## config.mk

```make
export PLATFORM = sky130hd
export DESIGN_NAME = pia_regs
export DESIGN_NICKNAME = d
export VERILOG_FILES = /design/src/pia_regs.v
export VERILOG_INCLUDE_DIRS = /design/src
export SDC_FILE = /design/constraint.sdc
export NUM_CORES = 1
export LEC_CHECK = 0
export BUFFER_PORTS_ARGS = -buffer_cell sky130_fd_sc_hd__buf_4
export CELL_PAD_IN_SITES_DETAIL_PLACEMENT = 1
export CELL_PAD_IN_SITES_GLOBAL_PLACEMENT = 1
export CORE_MARGIN = 3
export CORE_UTILIZATION = 33
export DETAILED_ROUTE_END_ITERATION = 8
export HOLD_SLACK_MARGIN = 0.08
export PLACE_DENSITY = 0.78
export SETUP_SLACK_MARGIN = 0.3
export SLEW_MARGIN = 10
export SYNTH_ARGS = -nofsm -noshare
export SYNTH_HDL_FRONTEND = slang
export SYNTH_SLANG_ARGS = --single-unit
```

## constraint.sdc

```tcl
create_clock -name SYS_CLK -period 1.5 [get_ports SYS_CLK]
set_input_delay 0.15 -clock SYS_CLK [delete_from_list [all_inputs] [get_ports SYS_CLK]]
set_output_delay 0.15 -clock SYS_CLK [all_outputs]
set_load 0.05 [all_outputs]
```

## src/pia_consts.vh

```
// Constants for the PHY identifier and ability register bank
`ifndef PIA_CONSTS_VH
`define PIA_CONSTS_VH

// Register offsets (16-bit registers, word index)
`define PIA_ADDR_W          5
`define PIA_OFS_STATUS      5'h01
`define PIA_OFS_ID_HIGH     5'h02
`define PIA_OFS_ID_LOW      5'h03
`define PIA_OFS_LOCAL_ADV   5'h04
`define PIA_OFS_PARTNER     5'h05

// Identifier field positions
`define PIA_ID_OUI_HI       15:10
`define PIA_ID_MODEL        9:4
`define PIA_ID_REV          3:0
`define PIA_OUI_HIGH_BITS   21:6
`define PIA_OUI_LOW_BITS    5:0

// Local advertisement fields
`define PIA_ADV_NEXT_PAGE   15
`define PIA_ADV_RFAULT      13
`define PIA_ADV_SPARE       12
`define PIA_ADV_ASYM        11
`define PIA_ADV_PAUSE       10
`define PIA_ADV_T4          9
`define PIA_ADV_SPEEDS      8:5
`define PIA_ADV_SELECTOR    4:0
`define PIA_ADV_WRITE_MASK  16'hbde0
`define PIA_SELECTOR_RESET  5'h01
`define PIA_SPEEDS_DEFAULT  4'hf

// Partner register
`define PIA_PARTNER_RESET   16'h0000
`define PIA_PARTNER_MASK    16'hefff

// Status register negotiation complete bit
`define PIA_STATUS_DONE     5
`define PIA_ZERO16          16'h0000

`endif

```

## src/pia_regs.v

```verilog
// PHY identifier, local advertisement and partner ability register bank
//
// Notes on behaviour
// - Two read-only registers form a 32-bit identifier: OUI, model, revision.
// - High identifier register returns OUI bits 3 to 18, MSB first.
// - Low identifier bits 15 to 10 return OUI bits 19 to 24.
// - Low identifier bits 9 to 4 return the six-bit model number.
// - Low identifier bits 3 to 0 return the four-bit revision number.
// - Local advertisement register content is sent to the partner during negotiation.
// - Advertisement bit 15 requests extra next pages; resets to zero.
// - Advertisement bit 13 advertises remote fault detection; resets to zero.
// - Bits 11 and 10 advertise asymmetric pause and pause; reset zero.
// - Bit 9, the unsupported T4 ability, is never advertised.
// - Bits 8 to 5 advertise speeds; defaults from straps, all ones unstrapped.
// - Bits 4 to 0 hold the technology selector, resetting to 00001.
// - Partner register captures received partner abilities; resets to zero.
// - With next pages, partner register may change after negotiation completes.
// - Partner bits 15, 14, 13, 11, 10: next page, ack, fault, pauses.
// - Partner bits 9 to 5 speeds, bits 4 to 0 selector.
// - Negotiation complete status bit is set only once negotiation finishes.
//
// Added by the designer: the plain strobed port.
`include "pia_consts.vh"
`default_nettype none

module pia_regs #(
    parameter [21:0] OUI_VALUE   = 22'h2a5a5a, // Arbitrary value
    parameter [5:0]  MODEL_VALUE = 6'h15,      // Arbitrary value
    parameter [3:0]  REV_VALUE   = 4'h1,       // Arbitrary value
    parameter        NEXT_PAGE_SUPPORT = 1
) (
    // Clock and reset
    input  wire                     SYS_CLK,
    input  wire                     SYS_RST,
    // Strap levels for speed defaults, caught after reset release
    input  wire [3:0]               SPEED_STRAP,
    input  wire                     SPEED_STRAP_VALID,
    // Register port
    input  wire [`PIA_ADDR_W-1:0]   ADDR,
    input  wire [15:0]              WDATA,
    input  wire                     WR,
    input  wire                     RD,
    output reg  [15:0]              RDATA,
    // Negotiation engine side
    output wire [15:0]              ADV_WORD,
    input  wire                     PARTNER_VALID,
    input  wire [15:0]              PARTNER_WORD,
    input  wire                     NEG_DONE,
    output reg                      NEG_COMPLETE
);

    ////////////////////////////////////////////////////////////////////
    // Storage

    reg  [15:0] local_adv;
    reg  [15:0] partner;
    reg         strap_taken;
    reg  [15:0] next_rdata;

    wire [15:0] id_high;
    wire [15:0] id_low;
    wire [15:0] status_word;

    ////////////////////////////////////////////////////////////////////
    // Identifier words

    // OUI bits 3..18 go out on the high register
    assign id_high = OUI_VALUE[`PIA_OUI_HIGH_BITS];
    // OUI tail, model and revision on the low register
    assign id_low = {OUI_VALUE[`PIA_OUI_LOW_BITS],
                     MODEL_VALUE,
                     REV_VALUE};

    // Only the completion bit is held here; the rest reads zero
    assign status_word = {{(15-`PIA_STATUS_DONE){1'b0}}, NEG_COMPLETE,
                          {`PIA_STATUS_DONE{1'b0}}};

    ////////////////////////////////////////////////////////////////////
    // Local advertisement register

    // ADV_WORD is local_adv as stored; T4 stays low because writes to it are ignored
    assign ADV_WORD = local_adv;

    // Writable fields; T4 and reserved bit 14 ignore writes
    always @(posedge SYS_CLK) begin
        if (SYS_RST) begin
            local_adv                     <= `PIA_ZERO16;
            local_adv[`PIA_ADV_SPEEDS]    <= `PIA_SPEEDS_DEFAULT;
            local_adv[`PIA_ADV_SELECTOR]  <= `PIA_SELECTOR_RESET;
            strap_taken                   <= 1'b0;
        end else if (WR && ADDR == `PIA_OFS_LOCAL_ADV) begin
            local_adv   <= WDATA & `PIA_ADV_WRITE_MASK | {11'h000, WDATA[`PIA_ADV_SELECTOR]};
            strap_taken <= 1'b1;
        end else if (!strap_taken && SPEED_STRAP_VALID) begin
            // Straps override the unstrapped speed default once
            local_adv[`PIA_ADV_SPEEDS] <= SPEED_STRAP;
            strap_taken                <= 1'b1;
        end
    end

    ////////////////////////////////////////////////////////////////////
    // Partner abilities and completion flag

    // Capture partner word; after completion only with next pages
    always @(posedge SYS_CLK) begin
        if (SYS_RST) begin
            partner      <= `PIA_PARTNER_RESET;
            NEG_COMPLETE <= 1'b0;
        end else begin
            if (PARTNER_VALID && (!NEG_COMPLETE || NEXT_PAGE_SUPPORT != 0)) begin
                partner <= PARTNER_WORD & `PIA_PARTNER_MASK;
            end
            NEG_COMPLETE <= NEG_DONE;
        end
    end

    ////////////////////////////////////////////////////////////////////
    // Read path

    // Address decode; unmapped offsets read zero
    always @* begin
        if (ADDR == `PIA_OFS_ID_HIGH) begin
            next_rdata = id_high;
        end else if (ADDR == `PIA_OFS_ID_LOW) begin
            next_rdata = id_low;
        end else if (ADDR == `PIA_OFS_LOCAL_ADV) begin
            next_rdata = local_adv;
        end else if (ADDR == `PIA_OFS_PARTNER) begin
            next_rdata = partner;
        end else if (ADDR == `PIA_OFS_STATUS) begin
            next_rdata = status_word;
        end else begin
            next_rdata = `PIA_ZERO16;
        end
    end

    // Read data stands one cycle after the strobe only
    always @(posedge SYS_CLK) begin
        if (SYS_RST) begin
            RDATA <= `PIA_ZERO16;
        end else if (RD) begin
            RDATA <= next_rdata;
        end else begin
            RDATA <= `PIA_ZERO16;
        end
    end

endmodule // pia_regs

`default_nettype wire

```

==> results.json, run 1 <==
{
  "outcome": "finished clean",
  "skew_ps": 2.47,
  "drc": 0,
  "num_antenna_cells": 0,
  "top_layer": "met4",
  "p_per_area_nw_per_um2": 989,
  "grt_pass1_wl_mm": 8.42,
  "htreeDepth": 2,
  "crit_type": "flip-flop to flip-flop",
  "syn_to_final_growth_pct": 42.0,
  "setup_violations": 0,
  "synth_seq_area_share": 0.517,
  "row_count": 26,
  "antenna_found_initial": 0,
  "ios": 81,
  "cts_tree": "yes",
  "fin_nets": 323,
  "grt.overflow.total": 0,
  "drive_above_1_share": 0.342,
  "port_buffers": 75,
  "drt-met1-wl_mm": 2.20,
  "viasPerCell": 4.86,
  "finalCriticalPeriod_ps": 1090,
  "wirelength_mm": 5.25,
  "ys_warn_count": 0,
  "maxSlewViolCount": 0,
  "worst_slack_ps": 413,
  "dr.pass1.iters": 4,
  "critPathCaptureType": "flip-flop",
  "die-area_sq_um": 6440,
  "drt_iter0_drc": 116,
  "die_w_um": 80.3,
  "wl_met2_mm": 2.70,
  "dp_slack_ps": 200,
  "synthFlopType": "dfxtp_1",
  "clk_pin_slew_ps": 80,
  "synthArstFlopShare": 0,
  "initial_utilization": 0.350,
  "cp.required_ps": 1680,
  "core_sq_um": 5200,
  "synth.area.top_cells": "dfxtp_1, mux2i_1, nor2_1, nand2_1, a21oi_1",
  "vias": 1676,
  "grt_pass1_vias": 1690,
  "cts_root_buffer": "clkbuf_8",
  "timing.setup.tns_ps": 0,
  "ys_ff_latch": 47,
  "post_cts_resized": 0,
  "syn_area_sq_um": 1820,
  "place.gp.congestion": 0.766,
  "synth_cell_types": 34,
  "met3_length_um": 291,
  "max_freq_ghz": 0.920,
  "rsz0062_at_grt": "no",
  "synth_edf_count": 0,
  "cts_buffers": 5,
  "grt_max_degree": 32,
  "power_mw": 2.55,
  "hold_class": "primary input to flip-flop",
  "ant_nets": 0,
  "clk_latency_ps": 290,
  "finalHoldViolations": 0,
  "syn_inst": 195,
  "die_h_um": 80.3,
  "crit_arrival_ps": 1270,
  "dpl.hpwl_mm": 3.86,
  "ir_worst_vdd_v": 0.000454,
  "p_leak_nw": 1.18,
  "worst_setup_path_start_kind": "flip-flop",
  "syn_avg_cell_area_sq_um": 9.33,
  "ys_top_cells_by_count": "dfxtp_1, nor2_1, nand2_1",
  "cts.path.max_buffers": 2,
  "yosysMostFrequentCell": "dfxtp_1",
  "cts_sinks": 47,
  "drv_cap": 0,
  "fillerInstances": 637,
  "finalCritPeriodShare": 0.724,
  "yosysTopAreaCellShare": 0.517,
  "cp_max_fo": 8,
  "synth_top_area_cell": "dfxtp_1",
  "wl_per_cell_um": 15.2,
  "grt_usage": 0.170
}
## metrics by stage
step / area, sq um / cells / utilization / hold slack (ps)
final: 2580 / 345 / 0.496 / 87.6
after global routing: 2580 / 345 / 0.496 / 89.0
after CTS: 2580 / 345 / 0.496 / 81.2
after global placement: 2460 / 336 / 0.473 / 366
after floorplan: 1820 / 196 / - / 222
after detailed placement: 2460 / 336 / 0.473 / 368
## critical path: stages, from the launching register on
cell	delay (ps)
dfxtp_1	320
nor2b_1	110
buf_4	160
nor2b_1	60
a211oi_1	230
o21bai_1	100
## power breakdown
| part | leakage (nW) | switching (mW) | internal (mW) |
|---|---|---|---|
| combinational | 0.743 | 0.184 | 0.163 |
| clock | 0.0513 | 0.404 | 0.489 |
| sequential | 0.384 | 0.0263 | 1.29 |
| total | 1.18 | 0.614 | 1.94 |
## cell usage in the layout, fill, tap and decap left out, types with 2 or more instances in the layout
cell type      count
buf_4             84
dfxtp_1           47
nor2_1            35
nand2_1           24
mux2i_1           16
a21oi_1           11
a22oi_1            7
nor2b_1            6
a221oi_1           5
clkbuf_8           5
a211oi_1           4
o21bai_1           4
and3_1             3
and2_1             2
a21o_1             2
conb_1             2
dlygate4sd3_1      2
## kinds of logic after synthesis
group           after synthesis  share of synthesized area
buf+inv                      15                     0.0468
simple gates                 79                      0.206
other cells                   1                    0.00206
flops                        47                      0.517
mux                          16                     0.0880
compound gates               37                      0.140
## metal layers
metal	GRT usage	vias to the layer above
met4	0.0456	0
met5	0	-
met3	0.0359	6
li1	-	818
met1	0.206	804
met2	0.303	48
## worst paths after layout
path / end / cells after the start / start / slack [ps]
worst max-delay path: ADV_WORD[7] / 5 / strap_taken / 410
worst min-delay path: partner[14] / 3 / PARTNER_WORD[14] / 90
worst max register to register: ADV_WORD[7] / 5 / strap_taken / 410
worst min register to register: ADV_WORD[15] / 2 / ADV_WORD[15] / 480
## state kept, by name, indices dropped and copies added (netlist names)
name and cells:
ADV_WORD 14, strap_taken 1, NEG_COMPLETE 1, RDATA 16
partner 15
## repair_timing
item                                   CTS  global route
endpoints found under the hold margin    2             0
hold buffers                             2             0
setup buffers                            0             0
## cell type report
cell class,instances,area [sq um],share of cell area
Tap cell,70,87.6,0.0339
Multi-Input combinational cell,134,797,0.309
Timing Repair Buffer,86,651,0.252
Sequential cell,47,941,0.364
Inverter,1,3.75,0.00145
Clock inverter,1,30.0,0.0116
Clock buffer,6,72.6,0.0281
No activity file was read; power rests on OpenSTA's default activity.
==> run 2, diff against run 1 <==
==> constraint.sdc (replaced) <==
create_clock -name SYS_CLK -period 1 [get_ports SYS_CLK]
set_input_delay 0.1 -clock SYS_CLK [delete_from_list [all_inputs] [get_ports SYS_CLK]]
set_output_delay 0.1 -clock SYS_CLK [all_outputs]
set_load 0.05 [all_outputs]
==> run 2 against run 1 <==
Effect of this change: the flow now finishes with violations (negative setup slack); critical path type unchanged; maximum frequency up 5.4%; largest cell class is now buffers; wire length increased by 62%; clock skew is 6.7 ps higher; non-clock buffer count up 31; die area unchanged.
==> results.json, run 2 (synthesis results as in run 1) <==
{
  "wl_met2_mm": 4.59,
  "drc": 0,
  "fin_nets": 355,
  "drive_above_1_share": 0.640,
  "p_sw_frac": 0.269,
  "outcome": "finished with violations",
  "drv_cap": 0,
  "cts_buffers": 5,
  "fillerInstances": 542,
  "syn_to_final_growth_pct": 94.3,
  "wirelength_mm": 8.50,
  "rsz0062_at_grt": "yes",
  "die-area_sq_um": 6440,
  "final_common_cell": "buf_4",
  "clk_pin_slew_ps": 100,
  "p_per_area_nw_per_um2": 1190,
  "ant_nets": 0,
  "clk_latency_ps": 310,
  "critPathCaptureType": "flip-flop",
  "finalHoldViolations": 0,
  "instances_no_fill": 378,
  "grt_max_degree": 32,
  "timing.setup.tns_ps": -31.4,
  "cp_max_fo": 8,
  "setup_violations": 1,
  "cts.path.max_buffers": 2,
  "skew_ps": 9.19,
  "r2r_setup_slack_ps": -30,
  "top_layer": "met4",
  "vias": 1925,
  "hold_class": "primary input to flip-flop",
  "grt_pass1_vias": 2164,
  "ios": 81,
  "p_sw_mw": 1.13,
  "ir_worst_vdd_v": 0.000875,
  "die_w_um": 80.3,
  "max_freq_ghz": 0.970,
  "ff2ff_path_depth": 4,
  "cp.required_ps": 1200,
  "grt_usage": 0.247,
  "grt.overflow.total": 0,
  "dpl.hpwl_mm": 4.07,
  "reg2reg_from": "strap_taken",
  "critPathMaxStageDelay_ps": 350,
  "num_antenna_cells": 0,
  "met3_length_um": 342,
  "r2r_end": "ADV_WORD[5]",
  "endpoint": "ADV_WORD[5]",
  "p_leak_nw": 1.53,
  "port_buffers": 75,
  "regMostFlops": "RDATA",
  "dp.cells": 344,
  "worst_slack_ps": -31.4,
  "place.gp.congestion": 0.767,
  "finalCritPeriodShare": 1.03,
  "final_util": 0.679,
  "p_int_mw": 3.06,
  "dr.pass1.iters": 4,
  "viasPerCell": 5.09,
  "maxSlewViolCount": 0,
  "clkPwrFrac": 0.341,
  "core_sq_um": 5200,
  "crit_type": "flip-flop to flip-flop",
  "initial_utilization": 0.350,
  "violations": "negative setup slack",
  "cts_sinks": 47,
  "cts_tree": "yes",
  "ctsHoldBuffers": 10,
  "row_count": 26,
  "worst_setup_path_start_kind": "flip-flop",
  "sequentialPowerShare": 0.473,
  "cp_cell_sequence": "nor2b_4 > nor2b_1 > a211oi_2 > o21bai_1",
  "drt_iter0_drc": 79,
  "htreeDepth": 2,
  "finalCriticalPeriod_ps": 1030,
  "wl_per_cell_um": 22.5,
  "die_h_um": 80.3,
  "layout_common_cells": "buf_4, buf_8, nor2_1",
  "startpoint": "strap_taken",
  "cts_root_buffer": "clkbuf_8",
  "antenna_found_initial": 0,
  "pwr-share-comb": 0.186,
  "grt_pass1_wl_mm": 11.8,
  "largest_reg_flops": 16,
  "cp_slowest_cell": "dfxtp_2",
  "drt-met1-wl_mm": 3.31,
  "crit_arrival_ps": 1230,
  "hold_ws_ps": 20.1,
  "power_mw": 4.19
}
-- run 2: area by class of cell --
| cell class | count | area (sq um) | area share |
|---|---|---|---|
| repair buffers | 117 | 1270 | 0.361 |
| flip-flops and latches | 47 | 1010 | 0.287 |
| inverters | 1 | 3.75 | 0.00106 |
| well taps | 70 | 87.6 | 0.0248 |
| multi-input cells | 135 | 1040 | 0.295 |
| clock inverters | 3 | 43.8 | 0.0124 |
| clock buffers | 5 | 68.8 | 0.0195 |
-- run 2: per-stage QoR --
stage          setup slack (ps)  cell area, sq um
5_1_grt                   -60.3              3530
2_1_floorplan              55.0              1970
3_5_place_dp               -158              2660
3_3_place_gp               -146              2660
6_report                  -31.4              3530
4_1_cts                    7.54              3310
-- run 2: worst min path at each step --
stage               depth (start not counted)             from            to
global placement                            3         WDATA[0]   ADV_WORD[0]
finish                                      3  PARTNER_WORD[1]    partner[1]
floorplan                                   1          SYS_RST  NEG_COMPLETE
detailed placement                          3         WDATA[0]   ADV_WORD[0]
CTS                                         3  PARTNER_WORD[5]    partner[5]
global route                                3  PARTNER_WORD[1]    partner[1]
-- run 2: per-layer routing --
layer / GRT usage / vias to the layer above
li1: - / 891
met1: 0.284 / 950
met2: 0.440 / 64
met3: 0.0504 / 20
met4: 0.106 / 0
met5: 0 / -
-- run 2: timing repair --
| item | 4_1_cts | 5_1_grt |
|---|---|---|
| endpoints found under the setup margin | 62 | 63 |
| pin swaps | 29 | 14 |
| gates cloned | 1 | 0 |
| resized for setup | 108 | 41 |
| setup buffers | 9 | 7 |
| endpoints found under the hold margin | 31 | 15 |
-- run 2: power groups by stage --
stage          clock network, mW  registers, mW  logic (mW)
3_3_place_gp                   0           2.01       0.553
2_1_floorplan                  0           2.09       0.233
5_1_grt                     1.51           1.99       0.818
4_1_cts                     1.44           1.98       0.677
6_report                    1.43           1.98       0.778
3_5_place_dp                   0           2.02       0.568
-- run 2: critical path: cells and delay by family (launching register included) --
kind               cells  cell delay, ps
DFF                    1             350
AOI/OAI and AO/OA      2             270
and+or+nand+nor        2             300
==> run 3, diff against run 2 <==
--- a/config.mk
+++ b/config.mk
@@ -14,7 +14,7 @@
 export DETAILED_ROUTE_END_ITERATION = 8
 export HOLD_SLACK_MARGIN = 0.08
 export PLACE_DENSITY = 0.78
-export SETUP_SLACK_MARGIN = 0.3
+export SETUP_SLACK_MARGIN = 0.1
 export SLEW_MARGIN = 10
 export SYNTH_ARGS = -nofsm -noshare
 export SYNTH_HDL_FRONTEND = slang
==> run 3 against run 2 <==
Effect of this change: the flow still finishes with violations (negative setup slack); cell count grew 5.6%; clock power shrank 19%; wire length shrank 8.8%; sequential power is essentially flat; maximum frequency shrank 7.8%; clock skew grew 4.1 ps; register-to-register slack lost 90 ps; combinational power grew 1%; hold slack gained 55 ps; final area shrank 2.4%; critical path depth grew 1; utilization shrank 1.6 points.
==> results.json, run 3 (synthesis results as in run 1) <==
{
  "outcome": "finished with violations",
  "violations": "negative setup slack",
  "finalCriticalPeriod_ps": 1120,
  "wl_per_cell_um": 19.4,
  "hold_class": "primary input to flip-flop",
  "cts_sinks": 47,
  "antenna_found_initial": 0,
  "initial_utilization": 0.350,
  "place.gp.congestion": 0.744,
  "ff2ff_path_depth": 5,
  "met1_usage": 0.277,
  "dr.pass1.iters": 4,
  "drc": 0,
  "r2r_end": "ADV_WORD[7]",
  "viasPerCell": 5.03,
  "crit_type": "flip-flop to flip-flop",
  "cp.required_ps": 1210,
  "p_leak_nw": 1.53,
  "p_per_area_nw_per_um2": 1140,
  "fin_nets": 376,
  "critPathMaxStageDelay_ps": 340,
  "dp_slack_ps": -186,
  "finalCritPeriodShare": 1.12,
  "grt.met3_usage": 0.0415,
  "startpoint": "strap_taken",
  "cp_max_fo": 4,
  "dpl.hpwl_mm": 4.24,
  "worst_slack_ps": -119,
  "ios": 81,
  "finalHoldViolations": 0,
  "grt_pass1_vias": 2197,
  "drv_cap": 0,
  "largest_reg_flops": 16,
  "cp_cell_sequence": "nor2b_4 > buf_4 > nor2b_1 > a211oi_1 > o21bai_1",
  "num_antenna_cells": 0,
  "ant_nets": 0,
  "r2r_setup_slack_ps": -120,
  "cts_tree": "yes",
  "ir_worst_vdd_v": 0.000926,
  "clk_latency_ps": 310,
  "port_buffers": 75,
  "row_count": 26,
  "crit_arrival_ps": 1330,
  "cts_root_buffer": "clkbuf_8",
  "rsz0062_at_grt": "yes",
  "placed_area_sq_um": 2630,
  "die_h_um": 80.3,
  "clk_pin_slew_ps": 90,
  "setup_violations": 4,
  "maxSlewViolCount": 0,
  "final_common_cell": "buf_4",
  "drive_above_1_share": 0.502,
  "busiest_layer": "met2",
  "syn_to_final_growth_pct": 89.7,
  "postLayoutCellArea_sq_um": 3450,
  "wirelength_mm": 7.75,
  "endpoint": "ADV_WORD[7]",
  "vias": 2006,
  "htreeDepth": 2,
  "hold_depth": 3,
  "grt_pass1_wl_mm": 11.5,
  "die_w_um": 80.3,
  "cts_buffers": 5,
  "fillerInstances": 562,
  "grt.overflow.total": 0,
  "die-area_sq_um": 6440,
  "critPathCaptureType": "flip-flop",
  "skew_ps": 13.3,
  "final_util": 0.663,
  "core_sq_um": 5200,
  "max_freq_ghz": 0.894,
  "worst_setup_path_start_kind": "flip-flop",
  "layout_common_cells": "buf_4, nor2_1, dlygate4sd3_1",
  "regMostFlops": "RDATA",
  "drt_iter0_drc": 133,
  "power_mw": 3.93,
  "grt_usage": 0.237,
  "met2_usage": 0.445,
  "cts.path.max_buffers": 2,
  "reg2reg_from": "strap_taken",
  "cp_slowest_cell": "dfxtp_2",
  "grt_max_degree": 32
}
-- run 3: cell types whose count changed in the layout (fill, tap and decap cells not counted), sizes merged --
cell         before  now
inv               1    2
dlygate4sd3       9   33
clkbuf            5    7
bufinv            1    0
buf             108  105
clkinv            2    0
-- run 3: timing repair --
item	in CTS	in global routing
hold buffers	33	0
pin swaps	0	10
endpoints found under the setup margin	33	55
cloned	0	1
endpoints found under the hold margin	29	0
buffers inserted	8	3
resized for setup	54	44
-- run 3: metrics by stage --
step	setup TNS [ps]	hold slack (ps)	cells
final	-186	75.4	399
after global routing	-410	86.0	399
after CTS	0	82.8	395
after detailed placement	-4060	345	346
after global placement	-2950	325	346
after floorplan	0	162	196
-- run 3: final cells by class --
class,instances,area (sq um),share of cell area
Inverter,1,3.75,0.00109
Clock inverter,1,6.26,0.00181
Tap cell,70,87.6,0.0254
Sequential cell,47,1000,0.291
Timing Repair Buffer,138,1360,0.394
Clock buffer,7,76.3,0.0221
Multi-Input combinational cell,135,913,0.265
-- run 3: worst max-delay path: cells and delay by family (launching register included) --
family | cells | cell delay (ps)
buffers and inverters | 1 | 140
flip-flops | 1 | 340
AO/OA/AOI/OAI | 2 | 330
AND/OR/NAND/NOR | 2 | 200
-- run 3: layer usage --
metal | vias to the layer above | wire (um)
met2 | 74 | 4240
met4 | 0 | 173
met1 | 988 | 2980
met3 | 15 | 358
met5 | - | 0
li1 | 929 | -
-- run 3: how the worst min path moves through the flow --
stage | startpoint | to
after global routing | PARTNER_WORD[15] | partner[15]
after floorplan | SYS_RST | NEG_COMPLETE
after global placement | WDATA[0] | ADV_WORD[0]
after CTS | PARTNER_WORD[15] | partner[15]
final | PARTNER_WORD[15] | partner[15]
after detailed placement | PARTNER_WORD[10] | partner[10]
-- run 3: report_power, final --
part           internal, mW  switching (mW)
registers              1.92          0.0618
clock network         0.498           0.664
logic                 0.424           0.365
